$ cat src/rtl/rfs_pkg.sv
// constants and types shared by the relay fault supervisor
package rfs_pkg;
  // ****************************************************************
  // timing
  // ****************************************************************
  localparam int CLK_HZ       = 40_000_000;
  localparam int TICK_US      = 1000;
  localparam int TICK_CYC_DEF = CLK_HZ / 1_000_000 * TICK_US;
  localparam int LOCK_S       = 10;
  localparam int LOCK_TK      = LOCK_S * 1_000_000 / TICK_US;
  localparam int WD_S         = 33;
  localparam int WD_TK        = WD_S * 1_000_000 / TICK_US;
  localparam int PROBE_MS     = 66;
  localparam int PROBE_TK     = PROBE_MS * 1000 / TICK_US;
  localparam int VSTEP_MS     = 2;
  localparam int VSTEP_TK     = VSTEP_MS * 1000 / TICK_US;
  localparam int CB1_HALF_MS  = 1000;
  localparam int CB2_HALF_MS  = 500;
  localparam int OT_HALF_MS   = 125;
  localparam int CB1_HALF_TK  = CB1_HALF_MS * 1000 / TICK_US;
  localparam int CB2_HALF_TK  = CB2_HALF_MS * 1000 / TICK_US;
  localparam int OT_HALF_TK   = OT_HALF_MS * 1000 / TICK_US;
  // ****************************************************************
  // register map, byte addresses
  // ****************************************************************
  localparam int         NREG   = 13;
  localparam logic [7:0] A_CTRL = 8'h00;
  localparam logic [7:0] A_CB0  = 8'h04;
  localparam logic [7:0] A_UV0  = 8'h0C;
  localparam logic [7:0] A_OV0  = 8'h1C;
  localparam logic [7:0] A_SLPT = 8'h2C;
  localparam logic [7:0] A_SLPI = 8'h30;
  localparam logic [7:0] A_STAT = 8'h34;
  // ****************************************************************
  // field positions
  // ****************************************************************
  localparam int F_SLEEP  = 0;
  localparam int F_WK_WDT = 1;
  localparam int F_WK_MN  = 2;
  localparam int F_WK_OV  = 3;
  localparam int F_POL    = 4;
  localparam int F_TRY    = 8;
  localparam int F_VTH    = 0;
  localparam int VTH_W    = 10;
  localparam int F_VDL    = 10;
  localparam int VDL_W    = 21;
  localparam int F_CLV    = 0;
  localparam int F_CDL    = 16;
  localparam int CDL_W    = 14;
  localparam int F_DIR    = 30;
  localparam int F_EN     = 31;
  localparam logic [31:0] CFG_RST = 32'h0000_0000;
  // ****************************************************************
  // encodings
  // ****************************************************************
  localparam logic [1:0] POL_TOGGLE = 2'h0;
  localparam logic [1:0] POL_LIMIT  = 2'h1;
  localparam logic [1:0] POL_UNLIM  = 2'h2;
  localparam logic [2:0] LED_NONE = 3'h0;
  localparam logic [2:0] LED_VOLT = 3'h1;
  localparam logic [2:0] LED_OT   = 3'h2;
  localparam logic [2:0] LED_CB1  = 3'h3;
  localparam logic [2:0] LED_CB2  = 3'h4;
  localparam logic [2:0] LED_OC   = 3'h5;
  typedef enum logic [2:0] {
    ST_AWAKE  = 3'b001,
    ST_LOWPWR = 3'b010,
    ST_PROBE  = 3'b100
  } rfs_slp_t;
endpackage

$ cat src/rtl/rfs_qual_if.sv
// signals between the supervisor and one qualification timer
`timescale 1ns/1ps
interface rfs_qual_if #(parameter int DW = 22);
  logic          tick;
  logic          cond;
  logic [DW-1:0] dly;
  logic          fired;
  logic          running;
  modport tmr (input tick, cond, dly, output fired, running);
  modport ctl (output tick, cond, dly, input fired, running);
endinterface

$ cat src/rtl/rfs_qual_tmr.sv
// qualification timer: condition must hold for a delay in ticks
`timescale 1ns/1ps
module rfs_qual_tmr
  import rfs_pkg::*;
#(
  parameter int DW = 22
) (
  // clock and reset
  input wire logic ref_clk_i,
  input wire logic rst_n_i,
  // timer link
  rfs_qual_if.tmr  qi
);
  typedef struct packed {
    logic [DW-1:0] cnt;
    logic          fired;
  } rfs_qt_t;

  rfs_qt_t s_reg;
  rfs_qt_t s_next;

  if (DW < 2) begin : g_bad_dw
    $error("rfs_qual_tmr: DW too small");
  end

  // count while the condition holds, drop at once when it goes
  always_comb begin
    s_next = s_reg;
    if (!qi.cond) begin
      s_next = '0;
    end else if (!s_reg.fired && qi.tick) begin
      if (s_reg.cnt + DW'(1) >= qi.dly) begin
        s_next.fired = 1'b1;
      end else begin
        s_next.cnt = s_reg.cnt + DW'(1);
      end
    end
  end

  // state register
  always_ff @(posedge ref_clk_i) begin
    if (!rst_n_i) begin
      s_reg <= '0;
    end else begin
      s_reg <= s_next;
    end
  end

  assign qi.fired   = s_reg.fired;
  assign qi.running = qi.cond && !s_reg.fired;
endmodule

$ cat src/rtl/rfs_top.sv
// relay fault supervisor: circuit break, voltage faults, sleep, fault led
// Contract
// - two circuit-break levels; bi-directional variant picks direction per level
// - circuit-break trip opens array and blinks that level's pattern
// - reset policy: trigger toggle, limited auto-retry, or unlimited retry
// - every policy waits a ten second lockout before closing again
// - voltage beyond threshold for the whole delay opens the array
// - thresholds in 0.1 V steps, delays in 2 ms steps, long range
// - four under- and four over-voltage pairs, each with its own timer
// - voltage fault opens array; steady led only without higher faults
// - during voltage fault, override plus main trigger closes the array
// - with sleep enabled, idle starts the sleep timer
// - leaving idle clears the sleep timer until idle again
// - sleep expiry opens array, darkens indicators, enters low power
// - watchdog wake about every 33 s restores monitoring
// - after watchdog wake, stay awake on change, else sleep after 66 ms
// - main or override trigger change wakes from sleep
// - watchdog, main and override wake sources have separate enables
// - led shows highest active fault, falls to next when it clears
// - priorities: current faults 3, over-temperature 2, voltage 1
// - after a current trip, main toggle resets only after lockout
//
// The APB register port and the register addresses were chosen for this implementation.
`timescale 1ns/1ps
module rfs_top
  import rfs_pkg::*;
#(
  parameter int TICK_CYC = TICK_CYC_DEF,
  parameter bit BIDIR    = 1'b1
) (
  // clock and reset
  input  wire logic        ref_clk_i,
  input  wire logic        rst_n_i,
  // apb slave
  input  wire logic        psel_i,
  input  wire logic        penable_i,
  input  wire logic        pwrite_i,
  input  wire logic [7:0]  paddr_i,
  input  wire logic [31:0] pwdata_i,
  output logic [31:0]      prdata_o,
  output logic             pready_o,
  output logic             pslverr_o,
  // trigger pins
  input  wire logic        main_trig_i,
  input  wire logic        ovr_trig_i,
  // measurements and external faults
  input  wire logic [15:0] current_i,
  input  wire logic [9:0]  volt_i,
  input  wire logic        oc_fault_i,
  input  wire logic        oc_led_i,
  input  wire logic        ot_fault_i,
  // relay outputs
  output logic             switch_close_o,
  output logic             fault_led_o,
  output logic             low_power_o
);
  localparam int NQ = 10;
  localparam int DW = 22;
  typedef struct packed {
    logic [31:0]            tdiv;
    logic [NREG-1:0][31:0]  cfg;
    logic                   m1, o1, m2, o2, mp, op;
    logic                   closed;
    logic [1:0]             cb;
    logic [13:0]            lock;
    logic [3:0]             tries;
    logic [31:0]            slp;
    rfs_slp_t               st;
    logic [15:0]            wd;
    logic [6:0]             pr;
    logic                   uvs;
    logic [9:0]             bk;
    logic                   ph;
    logic [2:0]             sel;
    logic                   led;
    logic                   ack;
    logic [31:0]            rd;
    logic                   err;
  } rfs_st_t;
  rfs_st_t s_reg;
  rfs_st_t s_next;
  // refuse tick settings the timers cannot serve
  if (TICK_CYC < 2 || VSTEP_TK < 1) begin : g_bad_tick
    $error("rfs_top: tick period out of range");
  end
  // ****************************************************************
  // helpers
  // ****************************************************************
  // is a byte address inside the writable config block
  function automatic logic is_cfg(input logic [7:0] a);
    return (a[1:0] == 2'h0) && (a < A_STAT);
  endfunction
  // half period in ticks for a blink pattern
  function automatic logic [9:0] half_of(input logic [2:0] sel);
    unique case (sel)
      LED_CB1: return 10'(CB1_HALF_TK);
      LED_CB2: return 10'(CB2_HALF_TK);
      default: return 10'(OT_HALF_TK);
    endcase
  endfunction

  // ****************************************************************
  // qualification timers: 0..3 under, 4..7 over, 8..9 circuit break
  // ****************************************************************
  rfs_qual_if #(.DW(DW)) q [NQ] ();
  logic [NQ-1:0] fired;
  logic [NQ-1:0] running;
  logic          tick;
  logic [16:0]   ipos;
  logic [16:0]   ineg;
  logic          awake_mon;
  assign tick      = (s_reg.tdiv == 32'(TICK_CYC - 1));
  assign ipos      = current_i[15] ? 17'h0_0000 : {1'b0, current_i};
  assign ineg      = current_i[15] ? 17'h0_0000 - {current_i[15], current_i} : 17'h0_0000;
  assign awake_mon = (s_reg.st != ST_LOWPWR);
  generate
    for (genvar i = 0; i < NQ; i++) begin : g_q
      logic [31:0] r;
      assign r         = s_reg.cfg[(i < 8) ? (A_UV0 / 4 + i) : (A_CB0 / 4 + i - 8)];
      assign q[i].tick = tick;
      if (i < 8) begin : g_v
        // voltage pair: threshold in 0.1 V units, delay in 2 ms units
        assign q[i].dly  = DW'(r[F_VDL +: VDL_W]) * DW'(VSTEP_TK);
        assign q[i].cond = awake_mon && r[F_EN] &&
          ((i < 4) ? (volt_i < r[F_VTH +: VTH_W])
                   : (volt_i > r[F_VTH +: VTH_W]));
      end else begin : g_c
        // circuit break: level compared on the programmed direction
        logic rev;
        assign rev       = BIDIR && r[F_DIR];
        assign q[i].dly  = DW'(r[F_CDL +: CDL_W]) * DW'(VSTEP_TK);
        assign q[i].cond = awake_mon && s_reg.closed && r[F_EN] &&
          ((rev ? ineg : ipos) > {1'b0, r[F_CLV +: 16]});
      end
      assign fired[i]   = q[i].fired;
      assign running[i] = q[i].running;
      rfs_qual_tmr #(.DW(DW)) u_tmr (
        .ref_clk_i (ref_clk_i),
        .rst_n_i   (rst_n_i),
        .qi        (q[i])
      );
    end
  endgenerate
  // ****************************************************************
  // derived conditions
  // ****************************************************************
  logic        vfault;
  logic        hi_fault;
  logic        idle;
  logic        uv_ok;
  logic        m_chg;
  logic        o_chg;
  logic [31:0] ctrl;
  logic [1:0]  pol;
  logic        wr;

  assign ctrl     = s_reg.cfg[A_CTRL / 4];
  assign pol      = ctrl[F_POL +: 2];
  assign vfault   = |fired[7:0];
  assign hi_fault = (s_reg.cb != 2'h0) || oc_fault_i || ot_fault_i;
  assign m_chg    = s_reg.m2 ^ s_reg.mp;
  assign o_chg    = s_reg.o2 ^ s_reg.op;
  // idle: no timers, no current or heat fault, low current when closed
  assign idle = !(|running) && !hi_fault && (s_reg.lock == 14'h0) &&
    (!s_reg.closed || ipos < {1'b0, s_reg.cfg[A_SLPI / 4][15:0]});
  always_comb begin
    uv_ok = 1'b0;
    for (int k = 0; k < 4; k++) begin
      if (s_reg.cfg[A_UV0 / 4 + k][F_EN] &&
          volt_i > s_reg.cfg[A_UV0 / 4 + k][F_VTH +: VTH_W]) begin
        uv_ok = 1'b1;
      end
    end
  end
  assign wr = psel_i && penable_i && pready_o && pwrite_i;
  // ****************************************************************
  // next state
  // ****************************************************************
  always_comb begin
    s_next      = s_reg;
    s_next.tdiv = tick ? 32'h0000_0000 : s_reg.tdiv + 32'h0000_0001;
    // trigger synchronisers and previous samples
    s_next.m1 = main_trig_i;
    s_next.o1 = ovr_trig_i;
    s_next.m2 = s_reg.m1;
    s_next.o2 = s_reg.o1;
    s_next.mp = s_reg.m2;
    s_next.op = s_reg.o2;

    // apb: one setup cycle registers read data, access completes at once
    s_next.ack = psel_i && !penable_i;
    if (psel_i && !penable_i) begin
      s_next.err = !is_cfg(paddr_i) && (paddr_i != A_STAT);
      s_next.rd  = 32'h0000_0000;
      if (is_cfg(paddr_i)) begin
        s_next.rd = s_reg.cfg[paddr_i[7:2]];
      end else if (paddr_i == A_STAT) begin
        s_next.rd = {16'h0000, s_reg.tries, s_reg.lock != 14'h0, s_reg.st,
                     oc_fault_i, ot_fault_i, vfault, s_reg.cb, s_reg.led,
                     low_power_o, s_reg.closed};
      end
    end
    if (wr && is_cfg(paddr_i)) begin
      s_next.cfg[paddr_i[7:2]] = pwdata_i;
    end

    // lockout countdown
    if (tick && s_reg.lock != 14'h0) begin
      s_next.lock = s_reg.lock - 14'h0001;
    end
    // circuit-break reset once lockout has run out
    if (s_reg.cb != 2'h0 && s_reg.lock == 14'h0) begin
      if (pol == POL_UNLIM) begin
        s_next.cb = 2'h0;
      end else if (pol == POL_LIMIT && s_reg.tries < ctrl[F_TRY +: 4]) begin
        s_next.cb    = 2'h0;
        s_next.tries = s_reg.tries + 4'h1;
      end else if (s_reg.m2 && !s_reg.mp) begin
        s_next.cb    = 2'h0;
        s_next.tries = 4'h0;
      end
    end
    // a new trip wins over any reset in the same cycle
    if (fired[9:8] != 2'h0) begin
      s_next.cb   = s_next.cb | fired[9:8];
      s_next.lock = 14'(LOCK_TK);
    end

    // sleep manager
    unique case (s_reg.st)
      ST_AWAKE: begin
        if (!ctrl[F_SLEEP] || !idle) begin
          s_next.slp = 32'h0000_0000;
        end else if (s_reg.slp >= s_reg.cfg[A_SLPT / 4]) begin
          s_next.st  = ST_LOWPWR;
          s_next.wd  = 16'h0000;
          s_next.uvs = vfault;
        end else if (tick) begin
          s_next.slp = s_reg.slp + 32'h0000_0001;
        end
      end
      ST_LOWPWR: begin
        if (tick) begin
          s_next.wd = s_reg.wd + 16'h0001;
        end
        if (tick && s_reg.wd == 16'(WD_TK - 1) && ctrl[F_WK_WDT]) begin
          s_next.st = ST_PROBE;
          s_next.pr = 7'h00;
        end
      end
      ST_PROBE: begin
        if (tick) begin
          s_next.pr = s_reg.pr + 7'h01;
        end
        if (!idle || (s_reg.uvs && uv_ok)) begin
          s_next.st  = ST_AWAKE;
          s_next.slp = 32'h0000_0000;
        end else if (s_reg.pr == 7'(PROBE_TK)) begin
          s_next.st = ST_LOWPWR;
          s_next.wd = 16'h0000;
        end
      end
    endcase
    if (s_reg.st != ST_AWAKE &&
        ((m_chg && ctrl[F_WK_MN]) || (o_chg && ctrl[F_WK_OV]))) begin
      s_next.st  = ST_AWAKE;
      s_next.slp = 32'h0000_0000;
    end

    // switch array: main trigger, overridden voltage fault, hard faults
    s_next.closed = s_reg.m2 && !hi_fault && s_reg.st != ST_LOWPWR &&
                    (!vfault || s_reg.o2);

    // fault led source by priority
    if (oc_fault_i) begin
      s_next.sel = LED_OC;
    end else if (s_reg.cb[1]) begin
      s_next.sel = LED_CB2;
    end else if (s_reg.cb[0]) begin
      s_next.sel = LED_CB1;
    end else if (ot_fault_i) begin
      s_next.sel = LED_OT;
    end else if (vfault) begin
      s_next.sel = LED_VOLT;
    end else begin
      s_next.sel = LED_NONE;
    end
    // blink phase restarts when the shown fault changes
    if (s_next.sel != s_reg.sel) begin
      s_next.bk = 10'h000;
      s_next.ph = 1'b1;
    end else if (tick) begin
      if (s_reg.bk == half_of(s_reg.sel) - 10'h001) begin
        s_next.bk = 10'h000;
        s_next.ph = !s_reg.ph;
      end else begin
        s_next.bk = s_reg.bk + 10'h001;
      end
    end
    unique case (s_reg.sel)
      LED_NONE:         s_next.led = 1'b0;
      LED_VOLT:         s_next.led = 1'b1;
      LED_OC:           s_next.led = oc_led_i;
      default:          s_next.led = s_reg.ph;
    endcase
    if (s_reg.st == ST_LOWPWR) begin
      s_next.led = 1'b0;
    end
  end

  // state register
  always_ff @(posedge ref_clk_i) begin
    if (!rst_n_i) begin
      s_reg     <= '0;
      s_reg.cfg <= {NREG{CFG_RST}};
      s_reg.st  <= ST_AWAKE;
      s_reg.ph  <= 1'b1;
    end else begin
      s_reg <= s_next;
    end
  end

  // outputs
  assign prdata_o       = s_reg.rd;
  assign pready_o       = s_reg.ack && psel_i && penable_i;
  assign pslverr_o      = pready_o && s_reg.err;
  assign switch_close_o = s_reg.closed;
  assign fault_led_o    = s_reg.led;
  assign low_power_o    = (s_reg.st == ST_LOWPWR);
endmodule
$ cat config.mk
export PLATFORM = sky130hd
export DESIGN_NAME = rfs_top
export DESIGN_NICKNAME = d
export VERILOG_FILES = /design/src/rtl/rfs_pkg.sv /design/src/rtl/rfs_qual_if.sv /design/src/rtl/rfs_qual_tmr.sv /design/src/rtl/rfs_top.sv
export SDC_FILE = /design/constraint.sdc
export NUM_CORES = 2
export LEC_CHECK = 0
export ABC_CLOCK_PERIOD_IN_PS = 6980
export BUFFER_PORTS_ARGS = -buffer_cell sky130_fd_sc_hd__buf_2
export CAP_MARGIN = 20
export CORE_MARGIN = 2
export CORE_UTILIZATION = 58
export DETAILED_ROUTE_END_ITERATION = 8
export MAX_ROUTING_LAYER = met4
export PLACE_DENSITY = 0.74
export RECOVER_POWER = 25
export SLEW_MARGIN = 15
export SYNTH_ARGS = -nofsm -noshare
export SYNTH_HDL_FRONTEND = slang
export SYNTH_SLANG_ARGS = --single-unit
$ cat constraint.sdc
create_clock -name ref_clk_i -period 6.98 [get_ports ref_clk_i]
set_clock_uncertainty 0.1 [all_clocks]
set_input_delay 1.047 -clock ref_clk_i [delete_from_list [all_inputs] [get_ports ref_clk_i]]
set_output_delay 1.047 -clock ref_clk_i [all_outputs]
set_load 0.02 [all_outputs]
# After elaboration in Yosys (flattened, before gate mapping)

Index checks and enable logic that the tools add are counted.

Output and inout bits: 37
Bits of input ports: 76
Word-level logic and storage cells: 353
Flip-flop bits (word level): 813

Reduce and logical (&&, ||, !) cells: 153
Mux-type cells: 49
Bitwise logic cells: 16
Magnitude comparators: 30
Add/sub/neg operators: 19
Eq/ne operators: 29

Operator list:

| operator                                               | number |
|---|---|
| bitwise mux 416 bit                                    | 1 |
| 2-to-1 mux 32 bit                                      | 7 |
| adder 22 x 1 -> 22 bit (second input constant)         | 10 |
| >= comparator 22 bit                                   | 8 |
| binary-select mux 32 bit (select 4 bit)                | 1 |
| demux 32 bit (select 4 bit)                            | 1 |
| greater-than comparator 10 bit                         | 8 |
| logical AND 1 bit                                      | 72 |
| adder 32 x 1 -> 32 bit (second input constant)         | 2 |
| 2-to-1 mux 16 bit                                      | 4 |
| one-hot mux 32 bit (2 select lines)                    | 1 |
| AND reduction 2 bit                                    | 31 |
| 2-to-1 mux 19 bit                                      | 3 |
| one-hot mux 19 bit (3 select lines)                    | 1 |
| 2-to-1 mux 17 bit                                      | 3 |
| >= comparator 22 x 15 -> 1 bit                         | 2 |
| < comparator 10 bit                                    | 4 |
| greater-than comparator 17 x 16 -> 1 bit               | 2 |
| equality test 32 x 16 -> 1 bit (second input constant) | 1 |
| >= comparator 32 bit                                   | 1 |
| 2-to-1 mux 10 bit                                      | 3 |
| logical NOT 1 bit                                      | 20 |
| one-hot mux 10 bit (2 select lines)                    | 1 |
| subtractor 1 x 16 -> 17 bit (first input constant)     | 1 |
| other kinds (51)                                       | 108 |

# Depth between registers and ports, before layout

Depth in word-level cells: 15
Gate-level depth with buffers: 20
Gate-level depth less buffers: 19

# By module

From an unflattened synthesis, not the netlist that was laid out.

Cells, all modules: 6163
Area total of the unflattened synthesis: 49575.0 um2

Modules (own cells, without submodules):

| module       | area each (um2) | cells each | sequential area each (um2) | instances |
|---|---|---|---|---|
| rfs_top      | 30531.8         | 3713       | 11671.2                    | 1 |
| rfs_qual_tmr | 1904.3          | 245        | 460.4                      | 10 |

# Worst setup path before layout

OpenSTA, ideal clock, no wires.

Path type: input -> register
Start point: in current_i[4]
End point: reg s_reg[59] (netlist bit)
Stages: 19
Arrival: 5.348 ns
Path buffers: 1
Slack: 1.404 ns
Setup time: 0.128 ns
Required time: 6.752 ns
Path through: or3_1 -> or4_1 -> or4_1 -> nor4_1 -> xnor2_1 -> nand3_1 -> o21ai_0 -> ha_1 -> nand3_1 -> nor4_1 -> a21boi_1 -> o311ai_1 -> o311ai_1 -> a2111oi_4 -> o22ai_2 -> buf_4 -> nor3b_2 -> xnor2_1 -> nor2_1

Word-level cells in the longest chain between the ends: 15
Elaborated cells on any way between the ends: 24
Those cells by class: add/sub: 1; order compare: 3; eq/ne: 2; mux: 4; reduce/logical: 14

RTL lines:

| element                                  | RTL line                       | text |
|---|---|---|
| from (decl)                              | rfs_top.sv:47                  | `input wire logic [15:0] current_i,` |
| subtractor 1 x 16 -> 17 bit              | rfs_top.sv:114                 | `assign ineg = current_i[15] ? 17'h0_0000 - {current_i[15], current_i} : 17'h0_0000;` |
| 2-to-1 mux 17 bit                        | rfs_top.sv:114                 |  |
| 2-to-1 mux 17 bit                        | rfs_top.sv:133                 | `((rev ? ineg : ipos) > {1'b0, r[F_CLV +: 16]});` |
| greater-than comparator 17 x 16 -> 1 bit | rfs_top.sv:133                 |  |
| logical AND 1 bit                        | rfs_top.sv:132                 | `assign q[i].cond = awake_mon && s_reg.closed && r[F_EN] &&` |
| logical AND 1 bit                        | rfs_qual_tmr.sv:50             | `assign qi.running = qi.cond && !s_reg.fired;` |
| OR reduction 10 bit                      | rfs_top.sv:164                 | `assign idle = !(\|running) && !hi_fault && (s_reg.lock == 14'h0) &&` |
| logical NOT 1 bit                        | rfs_top.sv:164                 |  |
| logical AND 1 bit (2 in a row)           | rfs_top.sv:164                 |  |
| logical AND 1 bit (*)                    | rfs_top.sv:164                 |  |
| logical NOT 1 bit (*)                    | rfs_top.sv:232, rfs_top.sv:255 |  |
| logical OR 1 bit (on tied branches)      | rfs_top.sv:255, rfs_top.sv:232 |  |
| inequality test 2 bit (no line)          | n/a                            |  |
| AND reduction 5 bit (no line) (*)        | n/a                            |  |
| to (signal assigned)                     | rfs_top.sv:319                 | `s_reg <= s_next;` |
| to (decl)                                | rfs_top.sv:80                  | `rfs_st_t s_reg;` |

Mark *: on every way between the ends. The rest lies on a longest branch, timed or not.
A chain may end at the register's enable or synchronous reset.

# Final worst setup path

Start point: in paddr_i[2]
End point: reg s_reg, in the netlist prdata_o[8]

Word-level cells in the longest chain between the ends: 3
Elaborated cells on any way between the ends: 7
Those cells by class: order compare: 1; eq/ne: 1; mux: 4; reduce/logical: 1

RTL lines:

| element                                                   | RTL line       | text |
|---|---|---|
| from (decl)                                               | rfs_top.sv:38  | `input wire logic [7:0] paddr_i,` |
| < comparator 8 x 6 -> 1 bit, or another cell as far along | rfs_top.sv:91  | `return (a[1:0] == 2'h0) && (a < A_STAT);` |
| logical AND 1 bit, or another cell as far along           | rfs_top.sv:91  |  |
| 2-to-1 mux 32 bit (*)                                     | rfs_top.sv:195 | `if (is_cfg(paddr_i)) begin` |

Mark *: on every way between the ends. The rest lies on a longest branch, timed or not. The select of a mux whose other input is x is not followed.

==> key figures <==
Status
  • Status: complete, but fails checks
  • Failing checks: max-capacitance violations, max-slew violations

Placed design
  • DP HPWL: about 100 mm
  • IO buf count: around 110
  • GP Congestion: between 0.9 and 1

Hold path
  • Hold Crit Class: reg -> reg

Power and ir drop
  • Comb pwr share: 0.041
  • Internal power: approximately 7.8 mW
  • Sequential power share: 0.457
  • Lkg Pwr: 19.2 nW
  • Max VDD drop: approximately 0.19 mV
  • Switching share of power: 0.234
  • Sw Pwr: between 2 and 2.5 mW
  • Clock network power share: 0.501
  • Pwr dens: approximately 200 mW/mm^2

Setup path
  • CP required: 7.43 ns
  • Critical path launch point type: input pin
  • Max FO, Critical Path: between 40 and 50
  • CP Class: in -> reg
  • CP Capture Type: register
  • Worst-path cell chain: clkbuf_2, clkbuf_1, nand2b_1, nor3_1, clkbuf_1, nand3_1, a31oi_1
  • Critical Path Max Stage Delay: ~2.5 ns
  • Crit path DAT: 6.64 ns
  • CP most frequent cell: clkbuf_1
  • Critical path's slowest cell: clkbuf_1

Global routing
  • Total gr overflow: 0
  • Global-route wire length before repair: around 220 mm
  • Antenna violations before repair: 5
  • Vias in the first global route: approximately 39k
  • Largest net degree at the start of global routing: around 200
  • Overall routing resource usage: 0.350

Logic synthesis
  • Syn Inst Count: between 5k and 6k
  • Sequential-to-total area share from yosys stat: 0.345
  • Asr flop ratio synth: 0
  • Top_reg_cell synth: dfxtp_1
  • Post-synthesis register bit count: 813
  • Distinct cell type count after synthesis: 83
  • Mean area per synthesized cell: between 8 and 9 um^2
  • Net Count, Synth: approximately 6.3k
  • Post-synth EDFFs: 0
  • Mapped Area: 0.0472 mm^2
  • Ys Warns: 0

Drt
  • Initial detailed-routing violation count: roughly 4.3k
  • WL final: 145 mm
  • DR vias/cell: 5.99
  • Remaining DRCs: 0
  • Via count: between 40k and 50k
  • Wirelength per Cell: between 20 and 25 um
  • Final ANT Viol Nets: 0
  • Initial DRT Pass Iterations: 6

Finish
  • Most frequent cells in the layout: 1149 x nand2_1, 813 x dfxtp_1, 562 x a21oi_1
  • Commonest non-fill, non-tap cell in the layout: nand2_1
  • Nets@finish: about 6.2k
  • Max reg flops: 320
  • Share of cells above drive strength 1: 0.0813
  • Final core utilization: 0.639
  • Area Growth Syn to Fin: 9.05%
  • Fill cells: 6875

Clocking
  • Post-CTS sizing: 0
  • CTS sink cnt: roughly 800
  • H-tree Lvls: 3
  • Worst-skew pair later-pin latency: roughly 0.67 ns
  • Setup Buffers After CTS: 0
  • Root Buffer: clkbuf_16
  • Post-CTS Hold Fix Bufs: 0
  • CTS tree: done
  • Clock Pin Slew Worst Setup and Hold Paths: 0.06 ns
  • Clk buf depth: 3
  • CTS buffer count: just over 90

STA
  • Measured slew at the worst slew-check pin: approximately 3.8 ns
  • Final hold vios: 0
  • Endpoints failing setup: 0
  • Fin crit period: just over 6 ns
  • Period utilization: 0.886
  • Setup TNS: 0 ns
  • Setup repair after global routing missed its margin: false
  • Worst relative slew slack: -1.50
  • Fmax: 0.162 GHz
  • Max Slew Vio Count: about 270

Floorplanning
  • Ports: 113
  • Die Y-Extent: 289 um
  • Rows: approximately 100
  • Die X: 289 um
  • Initial Utilization: 0.586
  • Core box area: between 0.08 and 0.09 mm^2
  • Die area: around 0.084 mm^2

Run
  • Max cap viols: 10
-- worst max-delay path: cells and delay by family --
family / cells / cell delay [ns]
AOI/OAI and AO/OA: 1 / 0.24
buffers and inverters: 3 / 3.90
and+or+nand+nor: 3 / 1.39
-- routing by layer --
layer,global-route usage,wire length (um),share of wire
met2,0.532,64000,0.44
met1,0.450,60000,0.41
met4,0.141,6380,0.044
met5,-,0,0
met3,0.0808,14500,0.10
-- final cells by class --
type,count,area (um^2),area share
Multi-Input combinational cell,4300,28200,0.547
Sequential cell,813,16300,0.316
Clock buffer,122,2510,0.0488
Inverter,409,1540,0.0300
Tap cell,1060,1330,0.0257
Timing Repair Buffer,176,1020,0.0198
Clock inverter,44,634,0.0123
Antenna cell,4,10.0,0.000194
-- power by group through the flow --
stage,clock network [mW],logic [mW],registers [mW]
6_report,5.10,0.418,4.65
5_1_grt,5.30,0.445,4.65
4_1_cts,5.13,0.407,4.65
3_5_place_dp,0,0.406,4.75
3_3_place_gp,0,0.402,4.75
2_1_floorplan,0,0.254,4.75
-- final timing paths --
check                                      from                                   to  slack (ns)  depth (start not counted)
max                                  paddr_i[2]             prdata_o[8]$_SDFFE_PN0P_        0.80                          7
min reg2reg              s_next[131]$_SDFF_PN0_               s_next[129]$_SDFF_PN0_        0.32                          1
min                      s_next[131]$_SDFF_PN0_               s_next[129]$_SDFF_PN0_        0.32                          1
max reg2reg  g_q[2].u_tmr.s_reg[1]$_SDFFE_PN0P_  g_q[2].u_tmr.s_reg[14]$_SDFFE_PN0P_        1.43                         19
-- cells in the mapped netlist, drive strengths merged, types with 11 or more instances --
cell type  count  area share
dfxtp        813        0.34
nor3b         16      0.0029
nand4         88       0.012
a211oi        21      0.0035
inv          409       0.033
nand2b        59      0.0078
a2111oi       22      0.0049
nand3        144       0.015
o21a          15      0.0024
nand3b        18      0.0029
mux2i         42      0.0089
a22oi         33      0.0052
clkbuf       241       0.019
or3           28      0.0038
and3         113       0.015
and2          45      0.0060
nor3          84      0.0099
nor2b         37      0.0049
o211ai        11      0.0017
a31oi         25      0.0033
buf           75      0.0096
ha           377        0.10
a21o          87       0.014
o21ai        120       0.013
xor2         352       0.065
nand2       1155       0.092
nor2         449       0.036
mux4         112       0.053
a21oi        564       0.060
xnor2        112       0.021
nor4          42      0.0060
and4          24      0.0045
-- logic make-up after synthesis --
logic type / count (synthesis) / synth area share
AND/OR/NAND/NOR: 2339 / 0.225
AO/OA/AOI/OAI: 965 / 0.120
flip-flops: 813 / 0.345
buffers and inverters: 725 / 0.0613
XOR/XNOR: 464 / 0.0860
adder cells (fa/ha/maj): 377 / 0.0999
multiplexers: 155 / 0.0625
-- stage by stage --
step / hold WS (ns) / setup WS, ns / instance area (um^2) / total power [mW] / instances
3_3_place_gp: 0.317 / 0.331 / 48400 / 5.16 / 6754
6_report: 0.323 / 0.797 / 51500 / 10.2 / 6928
3_5_place_dp: 0.323 / 0.238 / 48400 / 5.16 / 6755
4_1_cts: 0.315 / 0.937 / 51600 / 10.2 / 6921
2_1_floorplan: 0.312 / 1.40 / 47200 / 5.01 / 5838
5_1_grt: 0.338 / 0.322 / 51500 / 10.4 / 6928
Note: power is estimated with default switching activity, not from simulation.
